$ cat config.mk
export PLATFORM = sky130hd
export DESIGN_NAME = fss_top
export DESIGN_NICKNAME = d
export VERILOG_FILES = /design/src/common/fss_pkg.sv /design/src/verilog/fss_top.sv /design/src/verilog/fss_quad_gen.sv
export VERILOG_INCLUDE_DIRS = /design/src /design/src/common
export SDC_FILE = /design/constraint.sdc
export NUM_CORES = 2
export LEC_CHECK = 0
export ABC_AREA = 1
export BUFFER_PORTS_ARGS = -buffer_cell sky130_fd_sc_hd__buf_2
export CAP_MARGIN = 20
export CORE_UTILIZATION = 45
export DETAILED_ROUTE_END_ITERATION = 12
export PLACE_DENSITY = 0.73
export SYNTH_ARGS = -nofsm -noshare
export SYNTH_HDL_FRONTEND = slang
export SYNTH_SLANG_ARGS = --single-unit
$ cat constraint.sdc
create_clock -name SYS_CLK_I -period 10.82 [get_ports SYS_CLK_I]
set_input_delay 1.082 -clock SYS_CLK_I [delete_from_list [all_inputs] [get_ports SYS_CLK_I]]
set_output_delay 1.082 -clock SYS_CLK_I [all_outputs]
set_load 0.005 [all_outputs]
$ cat src/common/fss_regs.svh
`ifndef FSS_REGS_SVH
`define FSS_REGS_SVH

// Clock rate and time bases.
`define FSS_CLK_HZ 64'd20000000
`define FSS_MS_PER_S 64'd1000
`define FSS_US_PER_S 64'd1000000
`define FSS_MS_CYC (`FSS_CLK_HZ / `FSS_MS_PER_S)

// Least zero-mark width in microseconds, rounded up to whole cycles.
`define FSS_ZMARK_MIN_US 64'd400
`define FSS_ZMARK_CYC ((`FSS_ZMARK_MIN_US * `FSS_CLK_HZ + \
  `FSS_US_PER_S - 64'd1) / `FSS_US_PER_S)

// Zero speed in r/min and its hysteresis.
`define FSS_ZSP_DEFAULT 16'h0032
`define FSS_ZSP_HYST 16'h0014

// Speed used to scale the deceleration time constant, in r/min.
`define FSS_RATED_SPEED 16'h0BB8

// Display codes.
`define FSS_WARN_CODE 8'hE6
`define FSS_STO_ERR_CODE 8'h63
`define FSS_NO_CODE 8'h00

// Monitor resolution.
`define FSS_MON_W 10

`endif

$ cat src/common/fss_pkg.sv
package fss_pkg;

  typedef enum logic [2:0] {
    FSS_RUN      = 3'b000,
    FSS_DECEL    = 3'b001,
    FSS_ILK_REL  = 3'b010,
    FSS_DELAY    = 3'b011,
    FSS_BASE_OFF = 3'b100
  } fss_state_t;

  typedef enum logic [1:0] {
    FSS_MON_SPEED = 2'b00,
    FSS_MON_MODEL = 2'b01,
    FSS_MON_LIFT  = 2'b10,
    FSS_MON_STATE = 2'b11
  } fss_mon_sel_t;

endpackage

$ cat src/verilog/fss_top.sv
`timescale 1ns/1ps
`include "fss_regs.svh"
// Functional notes
// - CCW rotation: B lags A by quarter period.
// - Setting swaps direction versus phase order.
// - One active-low zero mark per revolution.
// - Zero mark held low at least 400 us.
// - Two monitors show selected quantity, 10 bits.
// - Forced stop: decelerate, then dynamic brake.
// - Display forced-stop warning code during sequence.
// - Deceleration follows programmable time constant.
// - Below zero speed: cut base, brake.
// - Programmable delay from interlock off to base off.
// - Delay applies to stop, alarm, network loss.
// - Freefall lift needs amount, zero speed, delay.
// - Freefall lift raises shaft during delay.
// - Torque mode skips forced-stop deceleration.
// - Network loss starts forced-stop deceleration.
// - Immediate-brake alarms skip deceleration entirely.
// - Torque-off during deceleration raises timing error.
// - Other alarms give no deceleration guarantee.
// - Zero speed defaults 50 r/min, inclusive.
module fss_top
  import fss_pkg::*;
#(
  parameter int POS_W = 32,
  parameter int REV_W = 20,
  parameter int MS_CYC = int'(`FSS_MS_CYC),
  parameter int ZMARK_CYC = int'(`FSS_ZMARK_CYC),
  parameter logic [15:0] RATED_SPEED = `FSS_RATED_SPEED
) (
  // Clock and reset.
  input wire logic SYS_CLK_I,
  input wire logic SRST_I,
  // Machine pins, not synchronous to the clock.
  input wire logic FORCED_STOP_INPUT_I,
  input wire logic SAFE_TORQUE_OFF_INPUT_I,
  // Drive events.
  input wire logic ALARM_I,
  input wire logic ALARM_DB_NOW_I,
  input wire logic NET_SHUTOFF_I,
  input wire logic ALARM_RESET_I,
  input wire logic TORQUE_MODE_I,
  // Motor feedback and normal command.
  input wire logic signed [15:0] MOTOR_SPEED_I,
  input wire logic signed [15:0] SPEED_CMD_I,
  input wire logic [POS_W-1:0] MOTOR_POS_I,
  input wire logic [REV_W-1:0] REV_POS_I,
  // Settings.
  input wire logic [15:0] ENCODER_OUTPUT_PULSE_SETTING_I,
  input wire logic [15:0] ENCODER_OUTPUT_RATIO_SETTING_I,
  input wire logic ENCODER_PHASE_RELATION_SELECT_I,
  input wire logic [15:0] ZERO_SPEED_THRESHOLD_I,
  input wire logic ZERO_SPEED_LOAD_I,
  input wire logic [15:0] STOP_DECEL_TIME_CONSTANT_I,
  input wire logic [15:0] BRAKE_TO_BASE_DELAY_PARAM_I,
  input wire logic [15:0] FREEFALL_COMP_AMOUNT_I,
  input wire logic [1:0] MONITOR_ONE_SELECT_I,
  input wire logic [1:0] MONITOR_TWO_SELECT_I,
  // Encoder outputs.
  output logic ENCODER_A_PHASE_OUT_O,
  output logic ENCODER_A_PHASE_OUT_INV_O,
  output logic ENCODER_B_PHASE_OUT_O,
  output logic ENCODER_B_PHASE_OUT_INV_O,
  output logic ENCODER_ZERO_MARK_OUT_O,
  output logic ENCODER_ZERO_MARK_OUT_INV_O,
  // Monitor data.
  output logic [`FSS_MON_W-1:0] ANALOG_MONITOR_ONE_O,
  output logic [`FSS_MON_W-1:0] ANALOG_MONITOR_TWO_O,
  // Stop sequence.
  output logic BRAKE_INTERLOCK_OUT_O,
  output logic BASE_ON_O,
  output logic DYNAMIC_BRAKE_O,
  output logic signed [15:0] MODEL_SPEED_O,
  output logic [15:0] FREEFALL_LIFT_O,
  output logic [7:0] DISPLAY_CODE_O,
  output logic TORQUE_OFF_TIMING_ERROR_O,
  output logic ZERO_SPEED_FLAG_O,
  output logic [2:0] STOP_STATE_O
);

  ////////////////////////////////////////////////////////////////////////////

  logic [1:0] em_sync_reg;
  logic [1:0] sto_sync_reg;
  logic sto_prev_reg;
  logic em_ok;
  logic sto_ok;

  // Pins pass two flops; only the second is read.
  always_ff @(posedge SYS_CLK_I) begin
    if (SRST_I) begin
      em_sync_reg <= 2'h3;
      sto_sync_reg <= 2'h3;
      sto_prev_reg <= 1'b1;
    end else begin
      em_sync_reg <= {em_sync_reg[0], FORCED_STOP_INPUT_I};
      sto_sync_reg <= {sto_sync_reg[0], SAFE_TORQUE_OFF_INPUT_I};
      sto_prev_reg <= sto_sync_reg[1];
    end
  end

  assign em_ok = em_sync_reg[1];
  assign sto_ok = sto_sync_reg[1];

  ////////////////////////////////////////////////////////////////////////////

  logic [15:0] zsp_thr_reg;
  logic zsp_reg;
  logic [15:0] spd_mag;
  logic [16:0] zsp_off_level;

  assign spd_mag = MOTOR_SPEED_I[15] ? 16'(-MOTOR_SPEED_I)
                                     : 16'(MOTOR_SPEED_I);
  assign zsp_off_level = {1'b0, zsp_thr_reg} + {1'b0, `FSS_ZSP_HYST};

  always_ff @(posedge SYS_CLK_I) begin
    if (SRST_I) begin
      zsp_thr_reg <= `FSS_ZSP_DEFAULT;
    end else if (ZERO_SPEED_LOAD_I) begin
      zsp_thr_reg <= ZERO_SPEED_THRESHOLD_I;
    end
  end

  // Hysteresis keeps the flag from chattering around the threshold.
  always_ff @(posedge SYS_CLK_I) begin
    if (SRST_I) begin
      zsp_reg <= 1'b1;
    end else if (spd_mag <= zsp_thr_reg) begin
      zsp_reg <= 1'b1;
    end else if ({1'b0, spd_mag} > zsp_off_level) begin
      zsp_reg <= 1'b0;
    end
  end

  ////////////////////////////////////////////////////////////////////////////

  fss_state_t state_reg;
  fss_state_t state_next;
  logic stop_trig;
  logic ms_tick;
  logic [31:0] ms_cnt_reg;
  logic [15:0] dly_ms_reg;
  logic dly_done;
  logic sto_err_reg;
  logic ff_reg;
  logic ff_arm;

  // Every stop source except ALARM_DB_NOW_I leads into the same delayed shut-off path; that one goes straight to base off.
  assign stop_trig = !em_ok | ALARM_I | NET_SHUTOFF_I | ALARM_DB_NOW_I;
  assign ms_tick = (ms_cnt_reg == 32'(MS_CYC - 1));
  assign dly_done = ms_tick &&
                    (dly_ms_reg == BRAKE_TO_BASE_DELAY_PARAM_I - 16'h0001);
  assign ff_arm = (FREEFALL_COMP_AMOUNT_I != 16'h0000) && zsp_reg &&
                  (BRAKE_TO_BASE_DELAY_PARAM_I != 16'h0000);

  always_comb begin
    state_next = state_reg;
    unique case (state_reg)
      FSS_RUN: begin
        if (stop_trig) begin
          if (ALARM_DB_NOW_I) begin
            state_next = FSS_BASE_OFF;
          end else if (TORQUE_MODE_I) begin
            state_next = FSS_ILK_REL;
          end else begin
            state_next = FSS_DECEL;
          end
        end
      end
      FSS_DECEL: begin
        if (ALARM_DB_NOW_I) begin
          state_next = FSS_BASE_OFF;
        end else if (zsp_reg) begin
          state_next = FSS_ILK_REL;
        end
      end
      FSS_ILK_REL: begin
        if (ALARM_DB_NOW_I ||
            BRAKE_TO_BASE_DELAY_PARAM_I == 16'h0000) begin
          state_next = FSS_BASE_OFF;
        end else begin
          state_next = FSS_DELAY;
        end
      end
      FSS_DELAY: begin
        if (ALARM_DB_NOW_I || dly_done) begin
          state_next = FSS_BASE_OFF;
        end
      end
      FSS_BASE_OFF: begin
        if (ALARM_RESET_I && !stop_trig && !sto_err_reg) begin
          state_next = FSS_RUN;
        end
      end
      default: begin
        state_next = FSS_BASE_OFF;
      end
    endcase
  end

  always_ff @(posedge SYS_CLK_I) begin
    if (SRST_I) begin
      state_reg <= FSS_RUN;
    end else begin
      state_reg <= state_next;
    end
  end

  always_ff @(posedge SYS_CLK_I) begin
    if (SRST_I || (state_reg != FSS_DECEL && state_reg != FSS_DELAY)) begin
      ms_cnt_reg <= 32'h0;
    end else if (ms_tick) begin
      ms_cnt_reg <= 32'h0;
    end else begin
      ms_cnt_reg <= ms_cnt_reg + 32'h1;
    end
  end

  always_ff @(posedge SYS_CLK_I) begin
    if (SRST_I || state_reg != FSS_DELAY) begin
      dly_ms_reg <= 16'h0;
    end else if (ms_tick) begin
      dly_ms_reg <= dly_ms_reg + 16'h1;
    end
  end

  // The error stays until reset; a new event wins over the reset request.
  always_ff @(posedge SYS_CLK_I) begin
    if (SRST_I) begin
      sto_err_reg <= 1'b0;
    end else if (state_reg == FSS_DECEL && sto_prev_reg && !sto_ok) begin
      sto_err_reg <= 1'b1;
    end else if (ALARM_RESET_I && state_reg == FSS_BASE_OFF) begin
      sto_err_reg <= 1'b0;
    end
  end

  always_ff @(posedge SYS_CLK_I) begin
    if (SRST_I || state_reg == FSS_BASE_OFF) begin
      ff_reg <= 1'b0;
    end else if (state_reg == FSS_RUN && stop_trig) begin
      ff_reg <= ff_arm;
    end
  end

  ////////////////////////////////////////////////////////////////////////////

  logic [31:0] decel_lim;
  logic [31:0] decel_acc_reg;
  logic [31:0] decel_sum;
  logic decel_step;

  // One r/min of slope per step, so at most one step per clock.
  assign decel_lim = 32'(STOP_DECEL_TIME_CONSTANT_I) * 32'(MS_CYC);
  assign decel_sum = decel_acc_reg + 32'(RATED_SPEED);
  assign decel_step = (decel_sum >= decel_lim);

  always_ff @(posedge SYS_CLK_I) begin
    if (SRST_I || state_reg != FSS_DECEL) begin
      decel_acc_reg <= 32'h0;
    end else if (decel_step) begin
      decel_acc_reg <= decel_sum - decel_lim;
    end else begin
      decel_acc_reg <= decel_sum;
    end
  end

  always_ff @(posedge SYS_CLK_I) begin
    if (SRST_I) begin
      MODEL_SPEED_O <= 16'sh0;
    end else if (state_next == FSS_RUN) begin
      MODEL_SPEED_O <= SPEED_CMD_I;
    end else if (state_next != FSS_DECEL) begin
      MODEL_SPEED_O <= 16'sh0;
    end else if (state_reg == FSS_RUN) begin
      MODEL_SPEED_O <= MOTOR_SPEED_I;
    end else if (STOP_DECEL_TIME_CONSTANT_I == 16'h0000) begin
      MODEL_SPEED_O <= 16'sh0;
    end else if (decel_step && MODEL_SPEED_O != 16'sh0) begin
      MODEL_SPEED_O <= MODEL_SPEED_O[15] ? MODEL_SPEED_O + 16'sh1
                                         : MODEL_SPEED_O - 16'sh1;
    end
  end

  always_ff @(posedge SYS_CLK_I) begin
    if (SRST_I) begin
      BRAKE_INTERLOCK_OUT_O <= 1'b0;
      BASE_ON_O <= 1'b0;
      DYNAMIC_BRAKE_O <= 1'b0;
      FREEFALL_LIFT_O <= 16'h0;
      DISPLAY_CODE_O <= `FSS_NO_CODE;
    end else begin
      BRAKE_INTERLOCK_OUT_O <= (state_next == FSS_RUN) ||
                               (state_next == FSS_DECEL);
      BASE_ON_O <= (state_next != FSS_BASE_OFF);
      DYNAMIC_BRAKE_O <= (state_next == FSS_BASE_OFF);
      FREEFALL_LIFT_O <= (state_next == FSS_DELAY && ff_reg) ?
                         FREEFALL_COMP_AMOUNT_I : 16'h0;
      if (sto_err_reg) begin
        DISPLAY_CODE_O <= `FSS_STO_ERR_CODE;
      end else if (state_next != FSS_RUN) begin
        DISPLAY_CODE_O <= `FSS_WARN_CODE;
      end else begin
        DISPLAY_CODE_O <= `FSS_NO_CODE;
      end
    end
  end

  assign TORQUE_OFF_TIMING_ERROR_O = sto_err_reg;
  assign ZERO_SPEED_FLAG_O = zsp_reg;
  assign STOP_STATE_O = state_reg;

  ////////////////////////////////////////////////////////////////////////////

  logic [POS_W-1:0] pos_prev_reg;
  logic signed [15:0] pos_delta;
  logic signed [32:0] pos_prod;
  logic signed [39:0] enc_acc_reg;
  logic signed [39:0] enc_sum;
  logic signed [39:0] enc_ratio;
  logic enc_fwd;
  logic enc_back;
  logic quad_a;
  logic quad_b;

  // Motion above one output edge per clock is not followed in full.
  assign pos_delta = 16'(MOTOR_POS_I - pos_prev_reg);
  assign pos_prod = pos_delta * $signed({1'b0, ENCODER_OUTPUT_PULSE_SETTING_I});
  assign enc_sum = enc_acc_reg + 40'(pos_prod);
  assign enc_ratio = (ENCODER_OUTPUT_RATIO_SETTING_I == 16'h0000) ?
                     40'sh1 : 40'(ENCODER_OUTPUT_RATIO_SETTING_I);
  assign enc_fwd = (enc_sum >= enc_ratio);
  assign enc_back = (enc_sum <= -enc_ratio);

  always_ff @(posedge SYS_CLK_I) begin
    if (SRST_I) begin
      pos_prev_reg <= '0;
      enc_acc_reg <= 40'sh0;
    end else begin
      pos_prev_reg <= MOTOR_POS_I;
      if (enc_fwd) begin
        enc_acc_reg <= enc_sum - enc_ratio;
      end else if (enc_back) begin
        enc_acc_reg <= enc_sum + enc_ratio;
      end else begin
        enc_acc_reg <= enc_sum;
      end
    end
  end

  fss_quad_gen u_quad (
    .clk_i(SYS_CLK_I),
    .rst_i(SRST_I),
    .step_i(enc_fwd || enc_back),
    .ccw_i(enc_fwd),
    .swap_i(ENCODER_PHASE_RELATION_SELECT_I),
    .a_o(quad_a),
    .b_o(quad_b)
  );

  assign ENCODER_A_PHASE_OUT_O = quad_a;
  assign ENCODER_A_PHASE_OUT_INV_O = !quad_a;
  assign ENCODER_B_PHASE_OUT_O = quad_b;
  assign ENCODER_B_PHASE_OUT_INV_O = !quad_b;

  ////////////////////////////////////////////////////////////////////////////

  logic [REV_W-1:0] rev_prev_reg;
  logic [31:0] zm_cnt_reg;
  logic zm_load;
  logic zm_n_reg;
  logic [31:0] zlow_len_reg;

  assign zm_load = (REV_POS_I == '0) && (rev_prev_reg != '0) &&
                   (zm_cnt_reg == 32'h0);

  always_ff @(posedge SYS_CLK_I) begin
    if (SRST_I) begin
      rev_prev_reg <= '0;
      zm_cnt_reg <= 32'h0;
      zm_n_reg <= 1'b1;
    end else begin
      rev_prev_reg <= REV_POS_I;
      if (zm_load) begin
        zm_cnt_reg <= 32'(ZMARK_CYC);
      end else if (zm_cnt_reg != 32'h0) begin
        zm_cnt_reg <= zm_cnt_reg - 32'h1;
      end
      zm_n_reg <= !(zm_load || zm_cnt_reg > 32'h1);
    end
  end

  assign ENCODER_ZERO_MARK_OUT_O = zm_n_reg;
  assign ENCODER_ZERO_MARK_OUT_INV_O = !zm_n_reg;

  ////////////////////////////////////////////////////////////////////////////

  function automatic logic [`FSS_MON_W-1:0] mon_pick(
    input logic [1:0] sel,
    input logic [15:0] spd,
    input logic [15:0] mdl,
    input logic [15:0] lift,
    input logic [2:0] st
  );
    logic [15:0] word;
    word = 16'h0;
    unique case (fss_mon_sel_t'(sel))
      FSS_MON_SPEED: word = {!spd[15], spd[14:0]};
      FSS_MON_MODEL: word = {!mdl[15], mdl[14:0]};
      FSS_MON_LIFT: word = lift;
      FSS_MON_STATE: word = {st, 13'h0};
    endcase
    mon_pick = word[15:16-`FSS_MON_W];
  endfunction

  always_ff @(posedge SYS_CLK_I) begin
    if (SRST_I) begin
      ANALOG_MONITOR_ONE_O <= '0;
      ANALOG_MONITOR_TWO_O <= '0;
    end else begin
      ANALOG_MONITOR_ONE_O <= mon_pick(MONITOR_ONE_SELECT_I, MOTOR_SPEED_I,
        MODEL_SPEED_O, FREEFALL_LIFT_O, state_reg);
      ANALOG_MONITOR_TWO_O <= mon_pick(MONITOR_TWO_SELECT_I, MOTOR_SPEED_I,
        MODEL_SPEED_O, FREEFALL_LIFT_O, state_reg);
    end
  end

  ////////////////////////////////////////////////////////////////////////////

  always_ff @(posedge SYS_CLK_I) begin
    if (SRST_I || zm_n_reg) begin
      zlow_len_reg <= 32'h0;
    end else begin
      zlow_len_reg <= zlow_len_reg + 32'h1;
    end
  end
endmodule

$ cat src/verilog/fss_quad_gen.sv
`timescale 1ns/1ps
module fss_quad_gen (
  // Clock and reset.
  input wire logic clk_i,
  input wire logic rst_i,
  // Step request.
  input wire logic step_i,
  input wire logic ccw_i,
  input wire logic swap_i,
  // Phase outputs.
  output logic a_o,
  output logic b_o
);

  logic [1:0] phase_reg;
  logic [1:0] phase_next;
  logic up;

  // Counting up makes A lead B by a quarter period.
  assign up = ccw_i ^ swap_i;

  always_comb begin
    phase_next = phase_reg;
    if (step_i) begin
      phase_next = up ? phase_reg + 2'h1 : phase_reg - 2'h1;
    end
  end

  always_ff @(posedge clk_i) begin
    if (rst_i) begin
      phase_reg <= 2'h0;
      a_o <= 1'b0;
      b_o <= 1'b0;
    end else begin
      phase_reg <= phase_next;
      a_o <= phase_next[0] ^ phase_next[1];
      b_o <= phase_next[1];
    end
  end
endmodule

* Yosys cells after proc, flatten, opt, wreduce, memory -nomap -nowiden
Cells that the tools add are included.
** Storage, ports and cells
- Latch bits :: 0
- Memory bits (writable) :: 0
- Memories kept :: 0
- Register bits :: 283
- Memory bits (read-only) :: 0
- Output and inout port bits :: 74
- Word-level logic and storage cells :: 165
** Cells by class
- Reductions and logical operators :: 56
- Divide/modulo/power cells :: 0
- Order comparisons :: 6
- Multipliers :: 2
- Bitwise operators :: 6
- $add $sub $neg :: 17
- Muxes and demuxes :: 30
- Equality and inequality tests :: 19
- Shift-type cells :: 0
** Operators with widths (number)
- two-way mux 16 bit :: 8
- case mux 16 bit (4 select lines) :: 2
- two-way mux 40 bit :: 2
- zero test 16 bit :: 3
- nonzero test 16 bit :: 3
- adder 40 x 17 -> 40 bit :: 1
- adder 40 x 33 -> 40 bit :: 1
- greater-or-equal comparator 40 x 17 -> 1 bit :: 1
- less-or-equal comparator 40 bit :: 1
- negation 16 -> 40 bit :: 1
- subtractor 40 x 17 -> 40 bit :: 1
- multiplier 16 x 17 -> 33 bit :: 1
- adder 32 x 1 -> 32 bit, second input constant :: 1
- adder 32 x 12 -> 32 bit, second input constant :: 1
- == test 32 x 15 -> 1 bit, second input constant :: 1
- greater-or-equal comparator 32 x 31 -> 1 bit :: 1
- > comparator 32 x 1 -> 1 bit, second input constant :: 1
- zero test 32 bit :: 1
- two-way mux 32 bit :: 1
- nonzero test 32 bit :: 1
- subtractor 32 x 1 -> 32 bit, second input constant :: 1
- subtractor 32 x 31 -> 32 bit :: 1
- multiplier 16 x 10 -> 26 bit, second input constant :: 1
- two-way mux 13 bit :: 2
- 40 further kinds :: 98

* Depth between registers and ports, before layout
- Depth after elaboration :: 13
- Mapped depth :: 67

* By module
A second synthesis with hierarchy kept.
** Unflattened totals
- Cells, all modules :: 5209
- Area, all modules :: 35036.1 um^2
** By module, submodules not included
- fss_top :: instances 1, cells each 5178, sequential area each 5425.2 um^2, area each 34844.7 um^2
- fss_quad_gen :: instances 1, cells each 31, sequential area each 60.1 um^2, area each 191.4 um^2

* Least setup slack after synthesis
Ideal clock, no wire load.
- Path kind :: input port to flip-flop
- Start point :: input MOTOR_POS_I[0]
- End point :: register u_quad.a_o
- Setup time :: 0.109 ns
- Data arrival time :: 9.811 ns
- Stages on the path :: 60
- Slack :: 0.901 ns
- Data required time :: 10.711 ns
- Path buffers :: 2
- Path through :: inv_1 > ha_1 > inv_1 > fa_1 > nand3_1 > nand2_1 > nand2_1 > nand2_1 > a21oi_1 > or2_2 > nand2_1 > a21oi_1 > or2_2 > nand2_1 > a21oi_1 > inv_1 > a21oi_1 > nor2_1 > (+24 left out) > inv_1 > a21oi_1 > o21ai_0 > a21oi_1 > nand3_1 > nor2_2 > nand3_2 > nor2_2 > nand3_2 > nand2_2 > buf_6 > nand4_4 > nand2_1 > nand2_1 > inv_2 > nand2_1 > nand2_1 > inv_1
** On the way
- Cells in the longest elaborated chain, start to end :: 8
- Elaborated cells on any way between the ends :: 10
- Those cells by class :: 2 x add/sub; 1 x mul; 2 x order compare; 2 x mux; 2 x bitwise; 1 x reduce/logical
** RTL lines
- start, declared :: RTL line fss_top.sv:47 : input wire logic [POS_W-1:0] MOTOR_POS_I,
- subtractor 16 bit (*) :: RTL line fss_top.sv:328 : assign pos_delta = 16'(MOTOR_POS_I - pos_prev_reg);
- multiplier 16 x 17 -> 33 bit (*) :: RTL line fss_top.sv:329 : assign pos_prod = pos_delta * $signed({1'b0, ENCODER_OUTPUT_PULSE_SETTING_I});
- adder 40 x 33 -> 40 bit (*) :: RTL line fss_top.sv:330 : assign enc_sum = enc_acc_reg + 40'(pos_prod);
- greater-or-equal comparator 40 x 17 -> 1 bit :: RTL line fss_top.sv:333 : assign enc_fwd = (enc_sum >= enc_ratio);
- bitwise XOR 1 bit :: RTL line fss_quad_gen.sv:20 : assign up = ccw_i ^ swap_i;
- two-way mux 2 bit :: RTL line fss_quad_gen.sv:25 : phase_next = up ? phase_reg + 2'h1 : phase_reg - 2'h1;
- two-way mux 2 bit (*) :: RTL line fss_quad_gen.sv:24 : if (step_i) begin
- bitwise XOR 1 bit (*) :: RTL line fss_quad_gen.sv:36 : a_o <= phase_next[0] ^ phase_next[1];
- end signal, assigned :: RTL line fss_quad_gen.sv:36
- end, declared :: RTL line fss_quad_gen.sv:11 : output logic a_o,
Mark *: on every way between the ends. The rest lies on a longest branch, timed or not.
A chain may end at the register's enable or synchronous reset.

* Final worst setup path
- Start point :: input MOTOR_POS_I[0]
- End point :: register enc_acc_reg[31]
** On the way
- Cells in the longest elaborated chain, start to end :: 6
- Elaborated cells on any way between the ends :: 9
- Those cells by class :: 4 x add/sub; 1 x mul; 2 x order compare; 2 x mux
** RTL lines
- subtractor 16 bit (*) :: RTL line fss_top.sv:328
- multiplier 16 x 17 -> 33 bit (*) :: RTL line fss_top.sv:329
- adder 40 x 33 -> 40 bit (*) :: RTL line fss_top.sv:330
- adder 40 x 17 -> 40 bit / less-or-equal comparator 40 bit (equally long branches) :: RTL line fss_top.sv:345, fss_top.sv:334
- two-way mux 40 bit :: RTL line fss_top.sv:344 : end else if (enc_back) begin
- two-way mux 40 bit (*) :: RTL line fss_top.sv:342 : if (enc_fwd) begin
- end signal, assigned :: RTL line fss_top.sv:343 : enc_acc_reg <= enc_sum - enc_ratio;
- end signal, assigned :: RTL line fss_top.sv:345 : enc_acc_reg <= enc_sum + enc_ratio;
- end signal, assigned :: RTL line fss_top.sv:347 : enc_acc_reg <= enc_sum;
- end, declared :: RTL line fss_top.sv:319 : logic signed [39:0] enc_acc_reg;
Marks and branches as above.

==> impl_metrics.toml <==
[global_routing]
gr-total-overflow = 0
grt_usage_pct = 25.93
grt_pass1_vias = 30990
antenna_found_initial = 15
grt_max_degree = 63
grt_pass1_wl_um = 161400

[sta]
worstMarginPinSlew_ps = 1088
slew_viol_final = 0
post-route-period-util_pct = 94.59
max_freq_mhz = 97.71
worst_slack_ps = 585.2
tns_ps = 0
slew_headroom_pct = 27.17
timing.final.crit_period_ps = 10230
hold_viol = 0
final.setup_skew_ps = 26.29
setup-violations-final = 0

[synth]
synthCells = 4953
synth_edf_count = 0
ys_types = 70
synth_flop_cell = "dfxtp_1"
ys_seq_elements = 274
syn_area_um2 = 34230
ys_warn_count = 0
seq_area_frac_synth_pct = 16.02
synthArstFlopShare_pct = 0
postSynthAreaPerCell_um2 = 6.911

[clocking]
clk_pin_slew_worst_paths_ps = 70
cts_tree = "built"
cts_hold_buf = 0
numCtsBuffers = 34
cts_buffer_depth = 3
root_buffer = "clkbuf_16"
htree_levels = 2
cts_sinks = 274
insertion_delay_ps = 560

[worst_hold_path]
worstHoldPathType = "reg -> reg"
hp-start = "em_sync_reg[0]"
hold_depth = 1
min_to = "em_sync_reg[1]"

[placement]
pre_cts_slack_ps = -103.9
placed_area_um2 = 37380
dpl.hpwl_um = 84260
io_buffer_count = 250
gp_congestion = 0.9988

[worst_setup_path]
end_kind = "flop"
r2r_slack_ps = 950
crit-reg2reg-launch = "pos_prev_reg[0]"
path_delay_family = "adder cells"
startpoint_type = "input pin"
r2r-end = "enc_acc_reg[31]"
cp_num_buf_inv = 13
critical_path_class = "in -> reg"
worstRegToRegCells = 58
crit_path_frequent_cell = "nand2_1"
critical_path_required_ps = 11290
worstPathArrival_ps = 10700
max_stage_delay_ps = 550
slowest_stage = "fa_1"
worstPathMaxFanout = 19

[floorplan]
die_y_um = 277.8
core_area_um2 = 74820
num_rows = 100
fp.dieW_um = 277.8
io_pins = 269
start_util_pct = 45.75
die-area_um2 = 77180

[final_layout]
syn2layout_area_growth_pct = 12.88
largest_reg_flops = 40
drive_above_1_share_pct = 11.29
stdcell_area_um2 = 38640
postLayoutCoreUtil_pct = 51.64
fin_nets = 6128
n_fill_cell = 7376

[routing]
via_per_inst = 5.151
ant_nets = 0
drt_iter0_markers = 2649
wl_per_cell_um = 16.02
drcViolationCount = 0
wirelength_um = 100700
num_vias = 32380
drt_first_pass_iters = 8

[job]
drv_cap = 0

[status]
outcome = "complete, no violations"
-- layout by cell type (no fill, tap or decap), types with 12 or more instances in the layout --
cell	instances
o21bai_1	14
inv_1	1061
nand3_2	13
o211ai_1	13
nand2_1	910
o22ai_1	24
xnor2_1	56
o21a_1	12
nand3b_1	12
nor4_1	44
fa_1	266
a211oi_1	13
nand4_1	65
nor2_1	515
ha_1	379
clkbuf_16	35
xor2_1	149
a21oi_1	305
or2_2	27
o21ai_0	171
o21ai_1	31
nor3_1	78
nand3_1	222
buf_2	249
inv_2	19
nor2_2	21
buf_4	140
dfxtp_1	274
nand2_2	24
-- cells in the mapped netlist (56+ instances only) --
library cell | n | area [um^2]
a21oi_1 | 310 | 1551
o21ai_0 | 172 | 860.8
inv_1 | 1062 | 3986
xnor2_1 | 56 | 490.5
dfxtp_1 | 274 | 5485
clkbuf_1 | 80 | 300.3
xor2_1 | 149 | 1305
nand2_1 | 913 | 3427
ha_1 | 383 | 4792
nand4_1 | 65 | 406.6
fa_1 | 267 | 5345
nor3_1 | 78 | 390.4
nor2_1 | 518 | 1944
nand3_1 | 222 | 1111
-- cells by family after synthesis --
| group | count (synthesis) | share of synthesized area (%) |
|---|---|---|
| buffers and inverters | 1202 | 13.52 |
| XOR/XNOR | 206 | 5.293 |
| AO/OA/AOI/OAI | 639 | 10.27 |
| flip-flops | 274 | 16.02 |
| other | 1 | 0.01095 |
| adder cells (fa/ha/maj) | 650 | 29.61 |
| AND/OR/NAND/NOR | 1981 | 25.26 |
-- worst register-to-register path: cells and delay by family (launching register included) --
| family | cells | cell delay, ps |
|---|---|---|
| fa+ha+maj | 10 | 4290 |
| simple gates | 26 | 2550 |
| compound gates | 11 | 1650 |
| buf+inv | 11 | 990 |
| flops | 1 | 340 |
-- through the flow --
stage / hold slack, ps / std cells
3_3_place_gp: 398.6 / 6213
3_5_place_dp: 403.0 / 6213
4_1_cts: 415.6 / 6272
2_1_floorplan: 389.5 / 4963
5_1_grt: 426.1 / 6286
6_report: 411.1 / 6286
-- what timing repair did --
| action | 4_1_cts | 5_1_grt |
|---|---|---|
| gates resized for setup | 0 | 20 |
| setup buffers | 0 | 3 |
| endpoints found under the setup margin | 0 | 43 |
-- final cells by class --
class,count,area [um^2],share of cell area [%]
Multi-Input combinational cell,3487,24240,62.74
Sequential cell,274,5485,14.20
Inverter,1088,4090,10.59
Timing Repair Buffer,398,2477,6.412
Tap cell,969,1212,3.138
Clock buffer,45,973.4,2.519
Clock inverter,14,130.1,0.3368
Antenna cell,11,27.53,0.07124
-- per-layer routing --
metal / routed length, um / track usage (%)
met1: 43790 / 34.86
met2: 47200 / 43.27
met3: 6995 / 3.285
met4: 2710 / 7.621
met5: 27 / 0
-- how the worst max path moves through the flow --
stage	start	end	slack [ps]	cells after the start
after global placement	MOTOR_POS_I[0]	enc_acc_reg[36]	-60	64
after CTS	MOTOR_POS_I[0]	enc_acc_reg[36]	430	64
after detailed placement	MOTOR_POS_I[0]	enc_acc_reg[36]	-100	64
final	MOTOR_POS_I[0]	enc_acc_reg[31]	590	60
after global routing	MOTOR_POS_I[0]	enc_acc_reg[30]	-60	62
after floorplan	MOTOR_POS_I[0]	u_quad.a_o	900	60
Power is left out: the tool's default activity adds up to more than one toggle a clock period on the data nets, which glitch-free logic cannot reach.
